===== src/rtl/lvrw_pkg.sv =====
// Purpose: shared constants and types of the low-voltage reset block
// Assumes: 200 MHz bus clock, 32-bit Avalon-MM register slave
// Notes: register offsets are byte addresses of aligned words
package lvrw_pkg;

    // ==========================================================
    // timing
    localparam int CLK_MHZ = 200;
    localparam int SRC_HOLD_NS = 100; // least hold for non-lvd resets
    localparam int SRC_HOLD_CYC = (SRC_HOLD_NS * CLK_MHZ + 999) / 1000;
    localparam logic [4:0] SRC_HOLD_LOAD = 5'(SRC_HOLD_CYC - 1);
    localparam logic [4:0] CNT_ZERO = 5'h00;

    // ==========================================================
    // register offsets
    localparam logic [7:0] OFS_CTRL = 8'h00;     // power_mgmt_control_one
    localparam logic [7:0] OFS_CAUSE = 8'h04;    // reset_cause_status
    localparam logic [7:0] OFS_IRQ_STAT = 8'h08;
    localparam logic [7:0] OFS_IRQ_MASK = 8'h0C;

    // control fields
    localparam int CB_DET_EN = 0;   // lowvolt_detect_enable
    localparam int CB_STOP_EN = 1;  // lowvolt_detect_stop_enable
    localparam int CB_RST_EN = 2;   // lowvolt_reset_enable
    localparam int CB_THR_SEL = 3;  // lowvolt_threshold_select
    localparam int CB_WIRQ_EN = 4;  // lowvolt_warning_irq_enable
    localparam int CB_WFLAG = 5;    // lowvolt_warning_flag, read only
    localparam int CB_WACK = 6;     // write one clears warning flag
    localparam logic [4:0] CTRL_RESET = 5'h05;

    // reset cause fields
    localparam int CS_POR = 7;
    localparam int CS_PIN = 6;
    localparam int CS_WDOG = 5;
    localparam int CS_ILOP = 4;
    localparam int CS_ILAD = 3;
    localparam int CS_LVD = 1;
    localparam logic [7:0] CAUSE_POR = 8'h82;

    // interrupt status / mask fields
    localparam int IB_WARN = 0;
    localparam int IB_TRIP = 1;
    localparam int IB_STOP_REF = 2;
    localparam int IRQ_W = 3;
    localparam logic [IRQ_W-1:0] IRQ_ZERO = 3'h0;

    // vectors, high byte at the lower address
    localparam logic [15:0] VEC_RESET_HI = 16'hFFFE;
    localparam logic [15:0] VEC_RESET_LO = 16'hFFFF;
    localparam logic [15:0] VEC_WARN_HI = 16'hFFF8;
    localparam logic [15:0] VEC_WARN_LO = 16'hFFF9;

    // ==========================================================
    // types
    // one bit per comparator, high while supply is below it
    typedef struct packed {
        logic warn_high;
        logic warn_low;
        logic det_high;
        logic det_low;
    } lvrw_cmp_type;

    localparam int SYNC_W = 5; // comparators plus reset pin
    localparam logic [SYNC_W-1:0] SYNC_RST = 5'h1F;

    typedef enum logic [3:0] {
        ST_POR_HOLD = 4'h1,
        ST_RUN = 4'h2,
        ST_LVD_HOLD = 4'h4,
        ST_SRC_HOLD = 4'h8
    } lvrw_state_type;

endpackage


===== src/rtl/lvrw_sync.sv =====
// Purpose: three-stage synchroniser for comparator and pin levels
// Assumes: inputs asynchronous to clk
// Notes: output moves only when stages two and three agree
module lvrw_sync (
    input wire logic clk,
    input wire logic rstn,
    input wire logic [lvrw_pkg::SYNC_W-1:0] async_in,
    output logic [lvrw_pkg::SYNC_W-1:0] sync_out
);
    import lvrw_pkg::*;

    // ==========================================================
    // per-bit chains
    genvar i;
    generate
        for (i = 0; i < SYNC_W; i++) begin : g_bit
            logic s1_reg;
            logic s2_reg;
            logic s3_reg;
            logic out_reg;
            wire agree = (s2_reg == s3_reg);
            // first stage feeds only the second
            always_ff @(posedge clk) begin
                if (!rstn) begin
                    s1_reg <= SYNC_RST[i];
                    s2_reg <= SYNC_RST[i];
                    s3_reg <= SYNC_RST[i];
                    out_reg <= SYNC_RST[i];
                end else begin
                    s1_reg <= async_in[i];
                    s2_reg <= s1_reg;
                    s3_reg <= s2_reg;
                    if (agree) begin
                        out_reg <= s3_reg;
                    end
                end
            end
            assign sync_out[i] = out_reg;
        end
    endgenerate

endmodule


===== src/rtl/lvrw_vector.sv =====
// Purpose: reset and warning vector bytes for the core fetch
// Assumes: core presents a 16-bit vector address each cycle
// Notes: byte answers one cycle after the address
module lvrw_vector (
    input wire logic clk,
    input wire logic rstn,
    input wire logic [15:0] vec_addr,
    input wire logic [15:0] reset_isr,
    input wire logic [15:0] warn_isr,
    output logic [7:0] vec_data
);
    import lvrw_pkg::*;

    // high byte at even address, low byte next
    function automatic logic [7:0] pick(input logic [15:0] isr,
                                        input logic lo);
        pick = lo ? isr[7:0] : isr[15:8];
    endfunction

    // ==========================================================
    // table decode
    wire hit_rst = (vec_addr == VEC_RESET_HI) | (vec_addr == VEC_RESET_LO);
    wire hit_warn = (vec_addr == VEC_WARN_HI) | (vec_addr == VEC_WARN_LO);
    wire [7:0] byte_next = hit_rst ? pick(reset_isr, vec_addr[0]) :
                           hit_warn ? pick(warn_isr, vec_addr[0]) : 8'h00;

    // registered answer
    always_ff @(posedge clk) begin
        if (!rstn) begin
            vec_data <= 8'h00;
        end else begin
            vec_data <= byte_next;
        end
    end
endmodule


===== src/rtl/lvrw_top.sv =====
// Purpose: low-voltage reset, warning interrupt and reset routing
// Assumes: rstn is the power-on reset; core fetches vectors here
// Notes: registers over Avalon-MM with one wait state
// Function
// - Watchdog, low-voltage, pin, opcode, address resets share vector FFFE.
// - Low-voltage detection runs only while its enable bit is one.
// - Stop mode turns detection off unless the stop enable bit is set.
// - With both enables set, entry to deep stop is refused.
// - After power-on, reset holds until supply is above the low threshold.
// - Power-on sets both the power-on and low-voltage cause flags.
// - A low-voltage trip resets the system only while reset enable is one.
// - The threshold select bit picks which comparator is used.
// - A low-voltage reset holds until supply is back above the threshold.
// - A low-voltage reset also sets the low-voltage cause flag.
// - A warning with its interrupt enable set sets the flag and request.
// - Each vector has its high byte first, low byte at the next address.
// - The warning request reaches the core only while enabled.
module lvrw_top #(
    parameter logic [15:0] RESET_ISR = 16'h0000, // arbitrary default
    parameter logic [15:0] WARN_ISR = 16'h0000   // arbitrary default
) (
    input wire logic clk,
    input wire logic rstn,
    input wire logic [7:0] address,
    input wire logic read,
    input wire logic write,
    input wire logic [31:0] writedata,
    input wire logic [3:0] byteenable,
    output logic [31:0] readdata,
    output logic waitrequest,
    output logic irq,
    input wire lvrw_pkg::lvrw_cmp_type cmp_below,
    input wire logic reset_pin_n,
    input wire logic watchdog_timeout,
    input wire logic watchdog_enable,
    input wire logic illegal_opcode,
    input wire logic illegal_address,
    input wire logic stop_req,
    input wire logic stop_deep,
    output logic deep_stop_mode,
    output logic light_stop_mode,
    output logic lvd_power_en,
    output logic cpu_reset_n,
    output logic warn_irq_req,
    input wire logic [15:0] vec_addr,
    output logic [7:0] vec_data
);
    import lvrw_pkg::*;

    // ==========================================================
    // state
    lvrw_state_type st_reg, st_next;
    logic [4:0] ctrl_reg;
    logic warn_flag_reg;
    logic [7:0] cause_reg, cause_next;
    logic [IRQ_W-1:0] istat_reg, imask_reg;
    logic [4:0] cnt_reg, cnt_next;
    logic ack_reg, in_stop_reg, stop_q_reg, trip_q_reg;
    logic rst_n_reg, deep_reg, light_reg, pwr_reg;
    logic [31:0] rdata_reg;
    lvrw_cmp_type cmp_s;
    logic pin_n_s;

    // ==========================================================
    // input synchronisers and vector table
    lvrw_sync u_sync (
        .clk(clk),
        .rstn(rstn),
        .async_in({reset_pin_n, cmp_below}),
        .sync_out({pin_n_s, cmp_s})
    );

    lvrw_vector u_vec (
        .clk(clk),
        .rstn(rstn),
        .vec_addr(vec_addr),
        .reset_isr(RESET_ISR),
        .warn_isr(WARN_ISR),
        .vec_data(vec_data)
    );

    // ==========================================================
    // bus decode
    wire req = read | write;
    wire done = req & ack_reg;
    wire wr_ctrl = done & write & byteenable[0] & (address == OFS_CTRL);
    wire wr_mask = done & write & byteenable[0] & (address == OFS_IRQ_MASK);
    wire rd_istat = done & read & (address == OFS_IRQ_STAT);
    wire wack = wr_ctrl & writedata[CB_WACK];
    assign waitrequest = req & ~ack_reg;

    // control fields
    wire det_en = ctrl_reg[CB_DET_EN];
    wire stop_en = ctrl_reg[CB_STOP_EN];
    wire rst_en = ctrl_reg[CB_RST_EN];
    wire thr_sel = ctrl_reg[CB_THR_SEL];
    wire wirq_en = ctrl_reg[CB_WIRQ_EN];

    // ==========================================================
    // detection path
    wire det_active = det_en & (~in_stop_reg | stop_en);
    wire det_below = thr_sel ? cmp_s.det_high : cmp_s.det_low;
    wire warn_below = thr_sel ? cmp_s.warn_high : cmp_s.warn_low;
    wire trip = det_active & det_below;
    wire lvd_rst = trip & rst_en;
    wire deep_block = det_en & stop_en;

    // reset sources, all onto the one reset vector
    wire wdog_src = watchdog_timeout & watchdog_enable;
    wire pin_src = ~pin_n_s;
    wire other_src = wdog_src | pin_src | illegal_opcode | illegal_address;

    // warning flag set and hold
    wire wset = det_active & warn_below & wirq_en;
    wire warn_flag_next = wset | (warn_flag_reg & ~wack);

    // interrupt events, set beats read clear
    wire [IRQ_W-1:0] ievt = {stop_req & ~stop_q_reg & stop_deep & deep_block,
                             trip & ~trip_q_reg,
                             wset & ~warn_flag_reg};
    // a read clears only the bits it returned, so later events survive
    wire [IRQ_W-1:0] rd_clr = rd_istat ? rdata_reg[IRQ_W-1:0] : IRQ_ZERO;
    wire [IRQ_W-1:0] istat_next = ievt | (istat_reg & ~rd_clr);

    // read mux
    wire [31:0] rd_mux =
        (address == OFS_CTRL) ? {26'h0, warn_flag_reg, ctrl_reg} :
        (address == OFS_CAUSE) ? {24'h0, cause_reg} :
        (address == OFS_IRQ_STAT) ? {29'h0, istat_reg} :
        (address == OFS_IRQ_MASK) ? {29'h0, imask_reg} : 32'h0;

    // ==========================================================
    // reset sequencer
    always_comb begin
        st_next = st_reg;
        cnt_next = cnt_reg;
        cause_next = cause_reg;
        unique case (st_reg)
            ST_POR_HOLD: begin
                if (!cmp_s.det_low) begin
                    st_next = ST_RUN;
                end
            end
            ST_RUN: begin
                if (lvd_rst) begin
                    st_next = ST_LVD_HOLD;
                    cause_next = cause_reg & (8'h01 << CS_POR);
                    cause_next[CS_LVD] = 1'b1;
                end else if (other_src) begin
                    st_next = ST_SRC_HOLD;
                    cnt_next = SRC_HOLD_LOAD;
                    cause_next = 8'h00;
                    cause_next[CS_PIN] = pin_src;
                    cause_next[CS_WDOG] = wdog_src;
                    cause_next[CS_ILOP] = illegal_opcode;
                    cause_next[CS_ILAD] = illegal_address;
                end
            end
            ST_LVD_HOLD: begin
                if (!det_below) begin
                    st_next = ST_RUN;
                end
            end
            ST_SRC_HOLD: begin
                if (cnt_reg != CNT_ZERO) begin
                    cnt_next = cnt_reg - 5'h01;
                end else if (!pin_src) begin
                    st_next = ST_RUN;
                end
            end
        endcase
    end

    // sequencer and reset output
    always_ff @(posedge clk) begin
        if (!rstn) begin
            st_reg <= ST_POR_HOLD;
            cnt_reg <= CNT_ZERO;
            cause_reg <= CAUSE_POR;
            rst_n_reg <= 1'b0;
        end else begin
            st_reg <= st_next;
            cnt_reg <= cnt_next;
            cause_reg <= cause_next;
            rst_n_reg <= (st_next == ST_RUN);
        end
    end

    // stop mode and detector power
    always_ff @(posedge clk) begin
        if (!rstn) begin
            in_stop_reg <= 1'b0;
            stop_q_reg <= 1'b0;
            deep_reg <= 1'b0;
            light_reg <= 1'b0;
            pwr_reg <= 1'b0;
        end else begin
            in_stop_reg <= stop_req & (st_reg == ST_RUN);
            stop_q_reg <= stop_req;
            deep_reg <= in_stop_reg & stop_deep & ~deep_block;
            light_reg <= in_stop_reg & (~stop_deep | deep_block);
            pwr_reg <= det_active;
        end
    end

    // registers and bus handshake
    always_ff @(posedge clk) begin
        if (!rstn) begin
            ctrl_reg <= CTRL_RESET;
            imask_reg <= IRQ_ZERO;
            istat_reg <= IRQ_ZERO;
            warn_flag_reg <= 1'b0;
            trip_q_reg <= 1'b0;
            ack_reg <= 1'b0;
            rdata_reg <= 32'h0;
        end else begin
            if (wr_ctrl) begin
                ctrl_reg <= writedata[4:0];
            end
            if (wr_mask) begin
                imask_reg <= writedata[IRQ_W-1:0];
            end
            istat_reg <= istat_next;
            warn_flag_reg <= warn_flag_next;
            trip_q_reg <= trip;
            ack_reg <= req & ~ack_reg;
            if (req & ~ack_reg) begin
                rdata_reg <= rd_mux;
            end
        end
    end

    // outputs
    assign readdata = rdata_reg;
    assign irq = |(istat_reg & imask_reg);
    assign cpu_reset_n = rst_n_reg;
    assign deep_stop_mode = deep_reg;
    assign light_stop_mode = light_reg;
    assign lvd_power_en = pwr_reg;
    assign warn_irq_req = warn_flag_reg & wirq_en;
endmodule


===== config.mk =====
export PLATFORM = sky130hd
export DESIGN_NAME = lvrw_top
export DESIGN_NICKNAME = d
export VERILOG_FILES = /design/src/rtl/lvrw_pkg.sv /design/src/rtl/lvrw_sync.sv /design/src/rtl/lvrw_vector.sv /design/src/rtl/lvrw_top.sv
export SDC_FILE = /design/constraint.sdc
export NUM_CORES = 1
export LEC_CHECK = 0
export BUFFER_PORTS_ARGS = -buffer_cell sky130_fd_sc_hd__buf_4
export CAP_MARGIN = 10
export CORE_ASPECT_RATIO = 0.5
export CORE_MARGIN = 5
export CORE_UTILIZATION = 40
export CTS_CLUSTER_DIAMETER = 120
export CTS_CLUSTER_SIZE = 20
export DETAILED_ROUTE_END_ITERATION = 16
export PLACE_DENSITY_LB_ADDON = 0.12
export SLEW_MARGIN = 20
export SYNTH_ARGS = -nofsm -noshare
export SYNTH_HDL_FRONTEND = slang
export SYNTH_SLANG_ARGS = --single-unit

===== constraint.sdc =====
create_clock -name clk -period 1.9 [get_ports clk]
set_clock_uncertainty 0.05 [all_clocks]
set_input_delay 0.285 -clock clk [delete_from_list [all_inputs] [get_ports clk]]
set_output_delay 0.285 -clock clk [all_outputs]
set_load 0.005 [all_outputs]

==> results.json <==
{
  "insertedDiodeCount": 0,
  "crit_path_start_kind": "flip-flop",
  "grt_usage_pct": 13.7,
  "firstDrtPassIters": 4,
  "synth_compound_area_share_pct": 12.4,
  "rsz0062_at_grt": "false",
  "synth_edf_count": 0,
  "arrival_ps": 1940,
  "cts_root_buf": "clkbuf_16",
  "power.density_nw_per_um2": 933,
  "slew_viol_final": 0,
  "synth-warning-count": 0,
  "critical_path_peak_fanout": 5,
  "synthXorXnorAreaFrac_pct": 1.57,
  "grt_pass1_vias": 2000,
  "fin_crit_ps": 1740,
  "cts_buffers": 9,
  "leakagePower_uw": 0.00149,
  "yosys.area.top_type": "dfxtp_1",
  "clk_pin_slew_ps": 50,
  "holdWs_ps": 95.0,
  "synth-adder-area-share_pct": 0.899,
  "synth_area_um2": 2780,
  "grt_max_degree": 34,
  "core_um2": 6730,
  "cts_resized": 0,
  "fillers": 626,
  "criticalPathCategory": "reg2reg",
  "yosysTopAreaCellShare_pct": 45.3,
  "setup_viol_count_final": 0,
  "postCtsSetupRepairBufs": 0,
  "nets": 433,
  "cts_sinks": 63,
  "num_vias": 2162,
  "dpl.hpwl_um": 4450,
  "drive_above_1_share_pct": 24.1,
  "grt_overflow_total": 0,
  "crit_required_ps": 2100,
  "hold_viol": 0,
  "synth_mux_area_share_pct": 6.88,
  "cts_hold_buf": 0,
  "place_congestion": 0.817,
  "synth_async_sr_flop_share_pct": 0,
  "grt_pass1_wl_um": 9410,
  "maxSlewHeadroom_pct": 64.3,
  "io_pins": 122,
  "synthTopCellsByArea": "dfxtp_1 (45%), buf_4 (8.9%), nor2_1 (5.1%), nand2b_1 (3.8%), mux2i_1 (3.2%)",
  "setup_tns_ps": 0,
  "irDropWorstVdd_mv": 0.437,
  "rows": 21,
  "htree_num_levels": 3,
  "wl_um": 5960,
  "antenna_found_initial": 0,
  "largest_reg_flops": 8,
  "ant_nets": 0,
  "placement.io_buffers": 44,
  "drt_iter0_markers": 161,
  "wl_per_cell_um": 13.2,
  "initial_utilization_pct": 41.4,
  "area_growth_pct": 24.4,
  "route.detailed.drc": 0,
  "die_w_um": 128,
  "tightest_slew_ps": 532,
  "synth_top_family_by_area": "simple AND/OR/NAND/NOR gates",
  "vias_per_cell": 4.77,
  "avgSynthCellArea_um2": 9.21,
  "synth-main-ff-cell": "dfxtp_1",
  "synthDistinctLibCells": 51,
  "status": "finished, final reports clean",
  "ys_top_cells_by_count": "dfxtp_1 (63), nor2_1 (38), buf_4 (33)",
  "synth_cells": 302,
  "cts_tree": "yes",
  "endpoint_kind": "flip-flop",
  "max_freq_mhz": 574,
  "ys_seq_area_share_pct": 45.3,
  "synth-seq-cells": 63,
  "clockBufferDepth": 2,
  "min_path_type": "in2reg",
  "post-route-period-util_pct": 91.7,
  "fp.dieArea_um2": 8830,
  "insertion_delay_ps": 320,
  "die_h_um": 69.0,
  "synthSimpleGateAreaFrac_pct": 21.0,
  "synth_most_common_cell": "dfxtp_1",
  "cap_violations": 0
}
[layout make-up]
| type | count | area, um2 | share of cell area, % |
|---|---|---|---|
| clock buffers | 9 | 225 | 6.51 |
| multi-input cells | 218 | 1310 | 37.8 |
| inverters | 7 | 26.3 | 0.759 |
| well taps | 92 | 115 | 3.32 |
| clock inverters | 7 | 97.6 | 2.82 |
| repair buffers | 57 | 428 | 12.4 |
| flip-flops and latches | 63 | 1260 | 36.4 |
[power by group]
group          internal (uW)  total [uW]  leakage, uW  switching (uW)
combinational           70.8         149     0.000829            78.6
clock                   1150        1730     0.000152             583
sequential              1340        1350     0.000513            8.23
total                   2560        3230      0.00149             670
[cell families after synthesis]
logic type,count (synthesis)
buf+inv,52
fa+ha+maj,2
flops,63
xor+xnor,5
simple gates,112
compound gates,50
other cells,1
mux,17
[per-layer routing]
layer	vias to the layer above	global-route usage (%)	wire length, um
met1	983	17.3	2800
met2	96	21.7	2550
met5	-	0	0
met4	0	4.89	48
met3	5	5.00	563
li1	1078	-	-
[metrics by stage]
| step | power, uW | util (%) | instance area [um2] | worst slack [ps] | instances |
|---|---|---|---|---|---|
| 5_1_grt | 3350 | 51.5 | 3460 | 25.4 | 453 |
| 3_3_place_gp | 1520 | 46.7 | 3140 | 198 | 437 |
| 2_1_floorplan | 1500 | - | 2900 | 189 | 333 |
| 6_report | 3230 | 51.5 | 3460 | 158 | 453 |
| 3_5_place_dp | 1530 | 46.7 | 3140 | 157 | 437 |
| 4_1_cts | 3260 | 51.5 | 3460 | 134 | 453 |
[final timing paths]
path,from,cells past startpoint,to,slack [ps]
max,cnt_reg[1],8,cnt_reg[4],160
min,cmp_below[0],2,u_sync.g_bit[0].s1_reg,90
max reg2reg,cnt_reg[1],8,cnt_reg[4],160
min reg2reg,u_sync.g_bit[0].s1_reg,1,u_sync.g_bit[0].s2_reg,350
[critical path, stage by stage, from the launching register on]
cell and delay [ps]:
dfxtp_1 350, inv_1 70, ha_1 170, nor4b_1 140, buf_4 150, nor4_4 310, nand3_1 140, xor2_1 160
a21oi_1 150
[cells in the final DEF (no fill, tap or decap), drive strengths merged, types with 5 or more instances in the layout]
cell type	instances
a21oi	14
nand2	21
a22oi	8
mux2	7
conb	32
nor2	38
nand3	7
mux2i	9
and2	5
clkbuf	9
o21ai	10
nor3	6
inv	6
nand2b	17
buf	57
dfxtp	63
(Power assumes the default switching activity.)
